`src/shrp_pkg.sv`:
```
// package: constants and carriers for the synchronous host register port
package shrp_pkg;
  localparam int ADDR_W = 7;
  localparam int DATA_W = 16;
  localparam int BUF_DEPTH = 16;
  localparam int BUF_W = 16;
  localparam int SKID_DEPTH = 32;
  // word indices (16-bit view) of modelled registers
  localparam logic [5:0] BUSMODE_IDX = 6'h00;
  localparam logic [5:0] STATUS_IDX = 6'h02;
  localparam logic [5:0] CTRL_IDX = 6'h0C;
  localparam logic [5:0] BUF_IDX = 6'h20;
  localparam int IRQ_CLR_POS = 11;
  localparam int IRQ_EN_POS = 8;
  localparam int BUF_DIR_POS = 0;
  localparam logic [15:0] CTRL_RST = 16'h0000;
  localparam logic BUSMODE_RST = 1'b0;
  localparam int DATA_LAT_CYC = 2;
  localparam int BRDY_LAG_CYC = 2;
  localparam int IRQ_CLR_LAG_CYC = 2;

  typedef struct packed {
    logic sel_n;
    logic wr_n;
    logic rd_drive_n;
    logic [ADDR_W-1:0] addr;
    logic [DATA_W-1:0] data;
  } shrp_pins_s;

  typedef enum logic [1:0] {
    SHRP_WR_IDLE = 2'b00,
    SHRP_WR_LOW = 2'b01,
    SHRP_WR_DONE = 2'b10
  } shrp_wr_e;
endpackage

```
`src/shrp_port.sv`:
```
// file: synchronous host register port top level
`timescale 1ns/10ps
`default_nettype none
// What this block does
// - 8 or 16 bit width, narrow default
// - 128 byte or 64 word locations
// - address captured on edge with select low
// - data registered both directions on rising edge
// - respond only while select low
// - write needs high-low-high write enable
// - drive bus only while select and drive low
// - buffer ready reflects direction and fill
// - irq stays high until cleared
// - irq low while interrupts disabled
// - read data appears two cycles after select
// - back-to-back cycles need no release
// - read buffer holds sixteen 16-bit entries, write path 16 plus a 32-entry skid
// - ready falls two cycles late on reads, one on writes; bad writes dropped
// - irq clear bit drops irq one cycle later
module shrp_port (
  input wire logic clock,
  input wire logic rst_b,
  input wire logic [6:0] host_addr,
  input wire logic [15:0] host_data_in,
  output logic [15:0] host_data_out,
  output logic host_data_oe,
  input wire logic host_sel_n,
  input wire logic host_wr_n,
  input wire logic host_rd_drive_n,
  input wire logic irq_event,
  output logic buffer_ready,
  output logic irq_out,
  output logic [15:0] stream_data,
  output logic stream_valid,
  input wire logic stream_ready,
  input wire logic [15:0] fill_data,
  input wire logic fill_valid,
  output logic fill_ready
);
  ////////////////////////////////////////////////////////////////////
  // registered host pins; host clocks this block, so no synchroniser
  shrp_pkg::shrp_pins_s s2_reg;
  always_ff @(posedge clock or negedge rst_b) begin
    if (!rst_b) begin
      s2_reg <= '{sel_n: 1'b1, wr_n: 1'b1, rd_drive_n: 1'b1, addr: '0, data: '0};
    end else begin
      s2_reg <= '{sel_n: host_sel_n, wr_n: host_wr_n, rd_drive_n: host_rd_drive_n,
                  addr: host_addr, data: host_data_in};
    end
  end

  ////////////////////////////////////////////////////////////////////
  // address capture and write sequence
  logic [6:0] addr_reg;
  logic [15:0] wdata_reg;
  logic wide_reg;
  logic [5:0] widx;
  logic [15:0] ctrl_reg;
  shrp_pkg::shrp_wr_e wr_state_reg;
  logic wr_commit;
  logic wr_low_ok;

  always_ff @(posedge clock or negedge rst_b) begin
    if (!rst_b) begin
      addr_reg <= '0;
    end else if (!host_sel_n) begin
      addr_reg <= host_addr;
    end
  end

  // word index: 64 words wide, 128 bytes narrow
  assign widx = wide_reg ? addr_reg[5:0] : addr_reg[6:1];

  always_ff @(posedge clock or negedge rst_b) begin
    if (!rst_b) begin
      wr_state_reg <= shrp_pkg::SHRP_WR_IDLE;
      wdata_reg <= '0;
      wr_low_ok <= 1'b0;
    end else begin
      case (wr_state_reg)
        shrp_pkg::SHRP_WR_IDLE: begin
          if (!s2_reg.sel_n && s2_reg.wr_n) begin
            wr_state_reg <= shrp_pkg::SHRP_WR_LOW;
          end
        end
        shrp_pkg::SHRP_WR_LOW: begin
          if (s2_reg.sel_n) begin
            wr_state_reg <= shrp_pkg::SHRP_WR_IDLE;
          end else if (!s2_reg.wr_n) begin
            wdata_reg <= s2_reg.data;
            wr_low_ok <= buffer_ready;
            wr_state_reg <= shrp_pkg::SHRP_WR_DONE;
          end
        end
        shrp_pkg::SHRP_WR_DONE: begin
          // select may already be released in the closing high cycle
          if (!s2_reg.sel_n && s2_reg.wr_n) begin
            wr_state_reg <= shrp_pkg::SHRP_WR_LOW;
          end else begin
            wr_state_reg <= shrp_pkg::SHRP_WR_IDLE;
          end
        end
        default: wr_state_reg <= shrp_pkg::SHRP_WR_IDLE;
      endcase
    end
  end

  assign wr_commit = (wr_state_reg == shrp_pkg::SHRP_WR_DONE) && s2_reg.wr_n;

  ////////////////////////////////////////////////////////////////////
  // bus mode and control registers
  logic narrow_hi;
  assign narrow_hi = addr_reg[0];
  always_ff @(posedge clock or negedge rst_b) begin
    if (!rst_b) begin
      wide_reg <= shrp_pkg::BUSMODE_RST;
      ctrl_reg <= shrp_pkg::CTRL_RST;
    end else if (wr_commit) begin
      if (widx == shrp_pkg::BUSMODE_IDX) begin
        wide_reg <= wdata_reg[0];
      end else if (widx == shrp_pkg::CTRL_IDX) begin
        if (wide_reg) begin
          ctrl_reg <= wdata_reg;
        end else if (narrow_hi) begin
          ctrl_reg[15:8] <= wdata_reg[7:0];
        end else begin
          ctrl_reg[7:0] <= wdata_reg[7:0];
        end
      end
    end
  end

  ////////////////////////////////////////////////////////////////////
  // transfer buffer: 16-entry read side; write side 16 entries plus a 32-entry skid
  logic buf_dir;
  logic buf_wr_push;
  logic buf_rd_pop;
  logic rd_valid;
  logic wr_space;
  logic [15:0] rd_word;
  logic [4:0] wr_level;
  logic [15:0] out_word;
  logic out_valid;
  logic out_ready;
  assign buf_dir = ctrl_reg[shrp_pkg::BUF_DIR_POS];
  assign buf_wr_push = wr_commit && wr_low_ok && buf_dir && (widx == shrp_pkg::BUF_IDX);
  logic rd_active;
  assign rd_active = !s2_reg.sel_n && !s2_reg.rd_drive_n && (widx == shrp_pkg::BUF_IDX);
  logic rd_active_q;
  always_ff @(posedge clock or negedge rst_b) begin
    if (!rst_b) begin
      rd_active_q <= 1'b0;
    end else begin
      rd_active_q <= rd_active;
    end
  end
  assign buf_rd_pop = rd_active && !rd_active_q && !buf_dir && rd_valid;

  shrp_fifo #(.WIDTH(shrp_pkg::BUF_W), .DEPTH(shrp_pkg::BUF_DEPTH)) u_rdbuf (
    .clock(clock), .rst_b(rst_b),
    .in_valid(fill_valid), .in_ready(fill_ready), .in_data(fill_data),
    .out_valid(rd_valid), .out_ready(buf_rd_pop), .out_data(rd_word), .level());

  shrp_fifo #(.WIDTH(shrp_pkg::BUF_W), .DEPTH(shrp_pkg::BUF_DEPTH)) u_wrbuf (
    .clock(clock), .rst_b(rst_b),
    .in_valid(buf_wr_push), .in_ready(wr_space), .in_data(wdata_reg),
    .out_valid(out_valid), .out_ready(out_ready), .out_data(out_word), .level(wr_level));

  shrp_fifo #(.WIDTH(shrp_pkg::BUF_W), .DEPTH(shrp_pkg::SKID_DEPTH)) u_skid (
    .clock(clock), .rst_b(rst_b),
    .in_valid(out_valid), .in_ready(out_ready), .in_data(out_word),
    .out_valid(stream_valid), .out_ready(stream_ready), .out_data(stream_data),
    .level());

  // ready lags drain/fill by the pipeline depth; a write-side fill drops it after one cycle
  logic brdy_d_reg;
  always_ff @(posedge clock or negedge rst_b) begin
    if (!rst_b) begin
      brdy_d_reg <= 1'b0;
      buffer_ready <= 1'b0;
    end else begin
      brdy_d_reg <= buf_dir ? (wr_space && wr_level != 5'h0F) || (!buf_wr_push && wr_space)
                            : rd_valid;
      buffer_ready <= brdy_d_reg;
    end
  end

  ////////////////////////////////////////////////////////////////////
  // interrupt
  logic irq_pend_reg;
  logic clr_d_reg;
  always_ff @(posedge clock or negedge rst_b) begin
    if (!rst_b) begin
      irq_pend_reg <= 1'b0;
      clr_d_reg <= 1'b0;
      irq_out <= 1'b0;
    end else begin
      clr_d_reg <= ctrl_reg[shrp_pkg::IRQ_CLR_POS];
      if (irq_event) begin
        irq_pend_reg <= 1'b1;
      end else if (clr_d_reg) begin
        irq_pend_reg <= 1'b0;
      end
      irq_out <= irq_pend_reg && ctrl_reg[shrp_pkg::IRQ_EN_POS]
                 && !ctrl_reg[shrp_pkg::IRQ_CLR_POS];
    end
  end

  ////////////////////////////////////////////////////////////////////
  // read data path and drive
  logic [15:0] rword;
  always_comb begin
    rword = 16'h0000;
    case (widx)
      shrp_pkg::BUSMODE_IDX: rword = {15'h0000, wide_reg};
      shrp_pkg::STATUS_IDX: rword = {10'h000, wr_state_reg, buf_dir, irq_pend_reg,
                                     buffer_ready, rd_valid};
      shrp_pkg::CTRL_IDX: rword = ctrl_reg;
      shrp_pkg::BUF_IDX: rword = rd_word;
      default: rword = 16'h0000;
    endcase
  end

  always_ff @(posedge clock or negedge rst_b) begin
    if (!rst_b) begin
      host_data_out <= '0;
      host_data_oe <= 1'b0;
    end else begin
      if (wide_reg) begin
        host_data_out <= rword;
      end else begin
        host_data_out <= {8'h00, narrow_hi ? rword[15:8] : rword[7:0]};
      end
      host_data_oe <= !host_sel_n && !host_rd_drive_n;
    end
  end
endmodule
`default_nettype wire

```
`src/shrp_fifo.sv`:
```
// file: parameterised valid/ready fifo
`timescale 1ns/10ps
`default_nettype none
module shrp_fifo #(
  parameter int WIDTH = 16,
  parameter int DEPTH = 32
) (
  input wire logic clock,
  input wire logic rst_b,
  input wire logic in_valid,
  output logic in_ready,
  input wire logic [WIDTH-1:0] in_data,
  output logic out_valid,
  input wire logic out_ready,
  output logic [WIDTH-1:0] out_data,
  output logic [$clog2(DEPTH):0] level
);
  localparam int AW = $clog2(DEPTH);
  logic [WIDTH-1:0] mem [DEPTH];
  logic [AW-1:0] wp_reg;
  logic [AW-1:0] rp_reg;
  logic [AW:0] cnt_reg;
  logic push;
  logic pop;

  assign in_ready = (cnt_reg != (AW+1)'(DEPTH));
  assign out_valid = (cnt_reg != '0);
  assign push = in_valid && in_ready;
  assign pop = out_valid && out_ready;
  assign out_data = mem[rp_reg];
  assign level = cnt_reg;

  always_ff @(posedge clock) begin
    if (push) begin
      mem[wp_reg] <= in_data;
    end
  end

  always_ff @(posedge clock or negedge rst_b) begin
    if (!rst_b) begin
      wp_reg <= '0;
      rp_reg <= '0;
      cnt_reg <= '0;
    end else begin
      if (push) begin
        wp_reg <= wp_reg + 1'b1;
      end
      if (pop) begin
        rp_reg <= rp_reg + 1'b1;
      end
      cnt_reg <= cnt_reg + (AW+1)'(push) - (AW+1)'(pop);
    end
  end
endmodule
`default_nettype wire

```
`config.mk`:
```
export PLATFORM = sky130hd
export DESIGN_NAME = shrp_port
export DESIGN_NICKNAME = d
export VERILOG_FILES = /design/src/shrp_pkg.sv /design/src/shrp_port.sv /design/src/shrp_fifo.sv
export SDC_FILE = /design/constraint.sdc
export NUM_CORES = 1
export LEC_CHECK = 0
export BUFFER_PORTS_ARGS = -buffer_cell sky130_fd_sc_hd__buf_4
export CAP_MARGIN = 30
export CORE_AREA = 2 2 319 321
export DETAILED_ROUTE_END_ITERATION = 10
export DIE_AREA = 0 0 321 323
export SYNTH_ARGS = -nofsm -noshare
export SYNTH_HDL_FRONTEND = slang
export SYNTH_SLANG_ARGS = --single-unit
```
`constraint.sdc`:
```
create_clock -name clock -period 3.93 [get_ports clock]
set_input_delay 0.393 -clock clock [delete_from_list [all_inputs] [get_ports clock]]
set_output_delay 0.393 -clock clock [all_outputs]
set_load 0.05 [all_outputs]
```
==> qor_table.md, run 1 <==
| Item | Value | Unit |
|:---|:---|:---|
| Initial core utilization | 44.5 | % |
| Critical Path Source Type | register | - |
| Synthesis Warnings | 0 | - |
| Remaining antenna violation count after routing | 0 | - |
| Row Count | 117 | - |
| P_sw | 12.1 | mW |
| Post-route cell area | 52000 | µm² |
| Global routing usage on met2 | 33.5 | % |
| Count of clock tree sinks | 1151 | - |
| Part of the total power dissipated in sequential elements | 44.5 | % |
| Kind of capture point of the worst setup path | primary output | - |
| Area after DPL | 47600 | µm² |
| Horiz. Die Dim | 321 | µm |
| Combined area of all synthesized cells | 44800 | µm² |
| Area of the placeable core | 101000 | µm² |
| DPL Wire Length | 60300 | µm |
| Final setup violation count | 0 | - |
| Register bit total from synthesis | 1151 | - |
| Number of unique standard cell types used by synthesis | 62 | - |
| Post-DR vias/cell | 5.69 | - |
| Registers with the most flip-flops | u_skid.mem: 512 flops, u_rdbuf.mem: 256 flops, u_wrbuf.mem: 256 flops | - |
| Fin cells | 3710 | - |
| Worst path arrival time | 3.31 | ns |
| Max IR drop VDD | 580 | µV |
| Post-route core utilization | 51.6 | % |
| Syn nets | 2141 | - |
| Number of flops mapped to enable cells by yosys | 1024 | - |
| Sequential element share of the synthesized area | 75.7 | % |
| Clk slew on worst S/H paths | 0.06 | ns |
| Clock buffer count from CTS | 114 | - |
| Pin count of the biggest net entering global routing | 108 | - |
| GRT busiest layer | met2 | - |
| Number of design rule violations left after detail routing | 0 | - |
| Number of max-slew violations in the final report | 0 | - |
| Clock period minus worst slack | 3.71 | ns |
| Flip-flop count of the largest register after layout | 512 | - |
| Number of instances in the synthesized netlist | 2054 | - |
| Number of buffers inserted by port buffering | 83 | - |
| Via count of the first global-routing pass | 22338 | - |
| ANT cells | 0 | - |
| R2r endpoint | u_skid.mem[3][14] | - |
| Unrepaired setup endpoints after global routing | no | - |
| Largest fanout on the critical path | 26 | - |
| PwrDens | 765 | nW/µm² |
| Max frequency | 0.270 | GHz |
| Count of final hold-check violations | 0 | - |
| GR Overflow Total | 0 | - |
| Sum Neg Setup Slack | 0 | ns |
| Post-Route Skew | 0.0318 | ns |
| Max_cap viols | 0 | - |
| Clock tree root driver cell | sky130_fd_sc_hd__clkbuf_16 | - |
| Slew margin rel. | 35.0 | % |
| Top-level I/O count | 84 | - |
| Met1 Resource Use GR | 27.2 | % |
| Leading cell types in the layout, fill and taps excluded | sky130_fd_sc_hd__edfxtp_1, sky130_fd_sc_hd__mux4_2, sky130_fd_sc_hd__buf_4, sky130_fd_sc_hd__dfrtp_1, sky130_fd_sc_hd__clkbuf_16 | - |
| Clock insertion delay at the later pin of the skew report | 0.69 | ns |
| Total number of nets in the final design | 2388 | - |
| Most instantiated flip-flop cell in the synthesis netlist | sky130_fd_sc_hd__edfxtp_1 | - |
| Wire length of the first global-routing pass | 150000 | µm |
| Routed wire length per instance | 27.2 | µm |
| Overall die area | 104000 | µm² |
| Routed Wire Length | 101000 | µm |
| Worst r2r path cells | 7 | - |
| Area growth from synthesis to layout | 16.0 | % |
| Proportion of power drawn by the clock network | 27.9 | % |
| Per-instance average area after synthesis | 21.8 | µm² |
| R2R Path Start | u_wrbuf.level[3] | - |
| Slew at the pin closest to its max-slew limit | 0.973 | ns |
| Portion of the clock cycle consumed by the worst path in the final layout | 94.3 | % |
| Register name with the most flops | u_skid.mem | - |
| CTS max path bufs | 3 | - |
| Proportion of power drawn by combinational gates | 27.6 | % |
| Switching share of total power | 30.4 | % |
| Placed cell count | 3448 | - |
| Type of the tightest min-delay check | in -> async | - |
| Asr flop ratio synth | 11.0 | % |
| Clock tree from TritonCTS | built | - |
| Commonest non-fill, non-tap cell in the layout | sky130_fd_sc_hd__edfxtp_1 | - |
| Number of levels the H-tree was split into | 3 | - |
| Critical Setup Path Class | reg -> out | - |
| Req. time, crit path | 3.54 | ns |
| DIE HEIGHT | 323 | µm |
| Flop-to-flop setup slack | 0.87 | ns |
| Share of layout cells above drive strength 1 | 32.3 | % |
| Final weighted congestion in routability-driven placement | 0.808 | - |
| Status | completed | - |
| Count of vias placed by the detailed router | 21119 | - |
| Antenna violations before repair | 0 | - |
| Static Leakage | 17.2 | nW |
| GR Layer Usage met3 | 2.93 | % |
| Overall track demand over capacity in global routing | 19.8 | % |
| Cell internal pwr | 27.7 | mW |
| Router iterations before antenna repair | 5 | - |
| Iteration-0 DRC Markers | 2080 | - |
## cells by family (layout without fill, tap and decap cells)
logic type / Yosys count / count (layout) / share of synthesized area [%]
AOI/OAI and AO/OA: 109 / 109 / 1.64
xor gates and xnor gates: 31 / 31 / 0.606
adders and majority gates: 40 / 40 / 1.17
buffers and inverters: 142 / 489 / 1.50
DFF: 1151 / 1151 / 75.7
muxes: 387 / 387 / 17.2
and+or+nand+nor: 194 / 194 / 2.21
## synth_stat cells (8+ instances only)
master	n	share of area [%]
sky130_fd_sc_hd__mux2_4	8	0.27
sky130_fd_sc_hd__xnor2_1	21	0.41
sky130_fd_sc_hd__mux4_2	297	15
sky130_fd_sc_hd__mux2i_1	37	0.83
sky130_fd_sc_hd__buf_6	12	0.30
sky130_fd_sc_hd__nor3_1	8	0.089
sky130_fd_sc_hd__xor2_1	10	0.20
sky130_fd_sc_hd__nand2_1	39	0.33
sky130_fd_sc_hd__and2_1	11	0.15
sky130_fd_sc_hd__dfrtp_1	124	6.9
sky130_fd_sc_hd__inv_1	40	0.34
sky130_fd_sc_hd__nand4_1	8	0.11
sky130_fd_sc_hd__nor2b_1	11	0.15
sky130_fd_sc_hd__nor2_1	77	0.64
sky130_fd_sc_hd__buf_1	15	0.13
sky130_fd_sc_hd__a21oi_1	27	0.30
sky130_fd_sc_hd__buf_2	23	0.26
sky130_fd_sc_hd__clkbuf_1	46	0.39
sky130_fd_sc_hd__ha_1	37	1.0
sky130_fd_sc_hd__edfxtp_1	1024	69
sky130_fd_sc_hd__o21ai_0	14	0.16
sky130_fd_sc_hd__mux2_2	45	1.1
sky130_fd_sc_hd__a22oi_1	20	0.34
## worst max path at each step
stage	slack (ns)	to	startpoint
global route	0.07	stream_data[3]	u_skid.rp_reg[0]
global placement	0.70	stream_data[3]	u_skid.rp_reg[0]
floorplan	0.66	u_rdbuf.mem[0][0]	u_rdbuf.level[2]
CTS	0.12	stream_data[12]	u_skid.rp_reg[0]
finish	0.22	stream_data[12]	u_skid.rp_reg[0]
detailed placement	0.69	stream_data[12]	u_skid.rp_reg[0]
## layer usage
layer / routed length [µm] / vias up
met3: 5250 / 155
li1: - / 8987
met2: 51000 / 620
met4: 2170 / 0
met1: 42300 / 11357
met5: 0 / -
## metrics by stage
stage,power (mW),hold WS [ns],worst slack (ns)
floorplan,25.0,0.0974,0.661
global placement,28.7,0.338,0.698
detailed placement,29.1,0.339,0.688
CTS,40.2,0.194,0.120
global route,41.5,0.0952,0.0711
finish,39.8,0.0984,0.223
## power by group through the flow
stage / registers (mW) / logic [mW] / clock network [mW]
2_1_floorplan: 17.2 / 7.82 / 0
3_5_place_dp: 18.0 / 11.0 / 0
4_1_cts: 17.7 / 11.2 / 11.3
3_3_place_gp: 18.0 / 10.6 / 0
6_report: 17.7 / 11.0 / 11.1
5_1_grt: 17.9 / 11.8 / 11.8
## worst max-delay path, stage by stage, from the launching register on
cell and delay, ns:
sky130_fd_sc_hd__dfrtp_4 0.71, sky130_fd_sc_hd__buf_12 0.30, sky130_fd_sc_hd__mux4_2 0.54, sky130_fd_sc_hd__mux4_2 0.55, sky130_fd_sc_hd__mux2_2 0.32, sky130_fd_sc_hd__buf_4 0.20
## repair_timing
item / CTS / global route
hold buffers: 44 / 0
setup endpoints to repair: 9 / 0
endpoints found under the hold margin: 387 / 0
gates resized for setup: 0 / 0
setup buffers: 1 / 0
## final cells by class
class	instances	area, µm²
Inverter	41	154
Clock buffer	155	3170
Sequential cell	1151	34000
Timing Repair Buffer	232	2040
Clock inverter	61	688
Multi-Input combinational cell	761	10300
Tap cell	1309	1640
Fill cell	7907	48700
Power figures use the tool's default switching activity.
==> run 2: changes to the inputs <==
--- a/config.mk
+++ b/config.mk
@@ -5,11 +5,12 @@
 export SDC_FILE = /design/constraint.sdc
 export NUM_CORES = 1
 export LEC_CHECK = 0
+export ABC_AREA = 1
 export BUFFER_PORTS_ARGS = -buffer_cell sky130_fd_sc_hd__buf_4
-export CAP_MARGIN = 30
-export CORE_AREA = 2 2 319 321
+export CAP_MARGIN = 25
+export CORE_AREA = 2 2 326 328
 export DETAILED_ROUTE_END_ITERATION = 10
-export DIE_AREA = 0 0 321 323
+export DIE_AREA = 0 0 328 330
 export SYNTH_ARGS = -nofsm -noshare
 export SYNTH_HDL_FRONTEND = slang
 export SYNTH_SLANG_ARGS = --single-unit
==> run 2 against run 1 <==
Effect of this change: setup slack got worse by 0.097 ns; design area increased by 2.9%; register-to-register slack got worse by 0.28 ns; combinational power increased by 15%; power increased by 2.0%; fmax decreased by 2.6%; clock power decreased by 5%; wire length increased by 14%.
==> qor_table.md, run 2 <==
| Item | Value | Unit |
|:---|:---|:---|
| Number of unique standard cell types used by synthesis | 42 | - |
| Multi-input gate area | 11300 | µm² |
| Portion of the clock cycle consumed by the worst path in the final layout | 96.8 | % |
| Routed wire length per instance | 20.6 | µm |
| Via count of the first global-routing pass | 28703 | - |
| Synthesis Warnings | 0 | - |
| Largest fanout on the critical path | 103 | - |
| CTS max path bufs | 3 | - |
| Horiz. Die Dim | 328 | µm |
| Clock period minus worst slack | 3.80 | ns |
| Number of max-slew violations in the final report | 0 | - |
| Slew at the pin closest to its max-slew limit | 0.945 | ns |
| Post-Route Skew | 0.0237 | ns |
| Proportion of netlist area held by the largest area contributor | 65.6 | % |
| Post-DR vias/cell | 5.33 | - |
| Remaining antenna violation count after routing | 0 | - |
| Routed Wire Length | 115000 | µm |
| Register name with the most flops | u_skid.mem | - |
| Type of the tightest min-delay check | in -> reg | - |
| Status | completed | - |
| ANT cells | 0 | - |
| Sequential element share of the synthesized area | 72.4 | % |
| Most instantiated flip-flop cell in the synthesis netlist | sky130_fd_sc_hd__edfxtp_1 | - |
| Max IR drop VDD | 861 | µV |
| Final weighted congestion in routability-driven placement | 0.819 | - |
| Sum Neg Setup Slack | 0 | ns |
| Final setup violation count | 0 | - |
| Clock buffer count from CTS | 117 | - |
| Clk slew on worst S/H paths | 0.06 | ns |
| Most area-hungry cell type in the Yosys netlist | sky130_fd_sc_hd__edfxtp_1 | - |
| Most frequent cell after synthesis | sky130_fd_sc_hd__edfxtp_1 | - |
| Post-cts gate resize count | 0 | - |
| DPL Wire Length | 63800 | µm |
| Top-level I/O count | 84 | - |
| Number of flops mapped to enable cells by yosys | 1024 | - |
| Combined area of all synthesized cells | 46900 | µm² |
| Leading cell types in the layout, fill and taps excluded | sky130_fd_sc_hd__edfxtp_1, sky130_fd_sc_hd__nand2_1, sky130_fd_sc_hd__nor2_1, sky130_fd_sc_hd__o21ai_0, sky130_fd_sc_hd__nand3_1 | - |
| Number of buffers inserted by port buffering | 83 | - |
| Registers with the most flip-flops | u_skid.mem: 512 flops, u_rdbuf.mem: 256 flops, u_wrbuf.mem: 256 flops | - |
| Most numerous cell types in the synthesized netlist | sky130_fd_sc_hd__edfxtp_1, sky130_fd_sc_hd__nand2_1, sky130_fd_sc_hd__nor2_1 | - |
| Count of clock tree sinks | 1151 | - |
| Total area of sequential cells | 34000 | µm² |
| DIE HEIGHT | 330 | µm |
| Asr flop ratio synth | 11.0 | % |
| Slew margin rel. | 37.0 | % |
| Max_cap viols | 0 | - |
| Total number of nets in the final design | 4184 | - |
| Kind of capture point of the worst setup path | primary output | - |
| Critical Path Source Type | register | - |
| Initial core utilization | 44.8 | % |
| Static Leakage | 19.6 | nW |
| Unrepaired setup endpoints after global routing | yes | - |
| Clock insertion delay at the later pin of the skew report | 0.71 | ns |
| Flip-flop count of the largest register after layout | 512 | - |
| Row Count | 119 | - |
| Count of final hold-check violations | 0 | - |
| Router iterations before antenna repair | 6 | - |
| Setup bufs post-CTS | 0 | - |
| Number of instances in the synthesized netlist | 3946 | - |
| Count of vias placed by the detailed router | 29759 | - |
| Iteration-0 DRC Markers | 2866 | - |
| Register bit total from synthesis | 1151 | - |
| Number of design rule violations left after detail routing | 0 | - |
| Syn nets | 4033 | - |
| Filler Cells Inserted | 8989 | - |
| Clock tree from TritonCTS | built | - |
| Overall track demand over capacity in global routing | 21.2 | % |
| Post-route core utilization | 51.1 | % |
| Worst path arrival time | 3.41 | ns |
| Commonest non-fill, non-tap cell in the layout | sky130_fd_sc_hd__edfxtp_1 | - |
| Top area cells in the synthesized netlist | sky130_fd_sc_hd__edfxtp_1, sky130_fd_sc_hd__dfrtp_1, sky130_fd_sc_hd__nand2_1 | - |
| Critical Setup Path Class | reg -> out | - |
| Antenna violations before repair | 1 | - |
| Req. time, crit path | 3.54 | ns |
| Per-instance average area after synthesis | 11.9 | µm² |
| Clock tree root driver cell | sky130_fd_sc_hd__clkbuf_16 | - |
| Share of layout cells above drive strength 1 | 10.8 | % |
| GR Overflow Total | 0 | - |
| Overall die area | 108000 | µm² |
| Area of the placeable core | 105000 | µm² |
| Area growth from synthesis to layout | 14.2 | % |
| Pin count of the biggest net entering global routing | 172 | - |
| PwrDens | 758 | nW/µm² |
| Number of levels the H-tree was split into | 3 | - |
| Max frequency | 0.263 | GHz |
| Wire length of the first global-routing pass | 175000 | µm |
run 2: changes by cell type after synthesis, moves of 50 or more:
cell and delta:
sky130_fd_sc_hd__clkbuf_1 +66, sky130_fd_sc_hd__o21ai_1 +50, sky130_fd_sc_hd__inv_1 +147, sky130_fd_sc_hd__nand3_1 +282, sky130_fd_sc_hd__o211ai_1 +125, sky130_fd_sc_hd__o21ai_0 +342
sky130_fd_sc_hd__nor2_1 +543, sky130_fd_sc_hd__mux4_2 -297, sky130_fd_sc_hd__nand2_1 +680
run 2: timing repair:
item,4_1_cts,5_1_grt
hold buffers,45,0
endpoints found under the setup margin,0,3
endpoints found under the hold margin,375,0
run 2: metrics by stage:
step	worst slack (ns)	area, µm²	power, mW	std cells	hold WS [ns]
after floorplan	0.797	46900	25.2	3946	0.0974
after global routing	-0.0221	53500	42.6	5582	0.0401
final	0.126	53500	40.6	5582	0.0338
after detailed placement	0.611	49400	30.4	5323	0.342
after global placement	0.660	49400	30.1	5322	0.336
after CTS	0.154	53500	40.9	5581	0.0129
run 2: kinds of logic (layout without fill, tap and decap cells):
| logic type | Yosys count | in the layout | share of synthesized area, % |
|---|---|---|---|
| flip-flops | 1151 | 1151 | 72.4 |
| multiplexers | 1 | 1 | 0.0240 |
| buffers and inverters | 418 | 663 | 3.74 |
| AND/OR/NAND/NOR | 1661 | 1661 | 14.4 |
| AO/OA/AOI/OAI | 645 | 645 | 7.81 |
| adder cells (fa/ha/maj) | 40 | 40 | 1.12 |
| XOR/XNOR | 30 | 30 | 0.561 |
run 2: where the power goes:
group / switching, mW / leakage, nW / internal [mW]
Combinational: 9.41 / 6.95 / 3.25
Clock: 4.53 / 1.76 / 5.99
Sequential: 0.843 / 10.9 / 16.5
Total: 14.8 / 19.6 / 25.8
run 2: worst max-delay path, cell delays in order (launching register included):
cell and delay (ns):
sky130_fd_sc_hd__dfrtp_4 0.66, sky130_fd_sc_hd__inv_8 0.50, sky130_fd_sc_hd__buf_12 0.37, sky130_fd_sc_hd__nor2_1 0.08, sky130_fd_sc_hd__o211ai_1 0.26, sky130_fd_sc_hd__nand3_1 0.18
sky130_fd_sc_hd__nand2_1 0.18, sky130_fd_sc_hd__nand2_1 0.08, sky130_fd_sc_hd__inv_1 0.08, sky130_fd_sc_hd__buf_4 0.20
run 2: final cells by class:
class | count | share of cell area [%]
sequential | 1151 | 63.4
multi-input combinational | 2377 | 21.1
clock buffer | 164 | 5.99
timing repair buffer | 252 | 4.04
tap | 1391 | 3.25
inverter | 198 | 1.43
clock inverter | 49 | 0.769
run 2: final timing paths:
check,startpoint,endpoint,slack (ns),cells past startpoint
worst max-delay path,u_skid.rp_reg[0],stream_data[15],0.13,9
worst min-delay path,stream_ready,u_skid.rp_reg[0],0.03,3
worst max register to register,wide_reg,u_rdbuf.level[4],0.59,18
worst min register to register,brdy_d_reg,buffer_ready,0.35,0
max in group asynchronous,rst_b,u_wrbuf.rp_reg[1],2.82,4
min in group asynchronous,rst_b,wdata_reg[15],0.06,2
run 2: per-layer routing:
layer	track usage [%]	up-vias	share of wire [%]
met5	0	-	0.010
li1	-	14070	-
met2	34.9	933	48
met3	2.75	180	5.9
met1	29.1	14574	43
met4	7.06	2	2.9
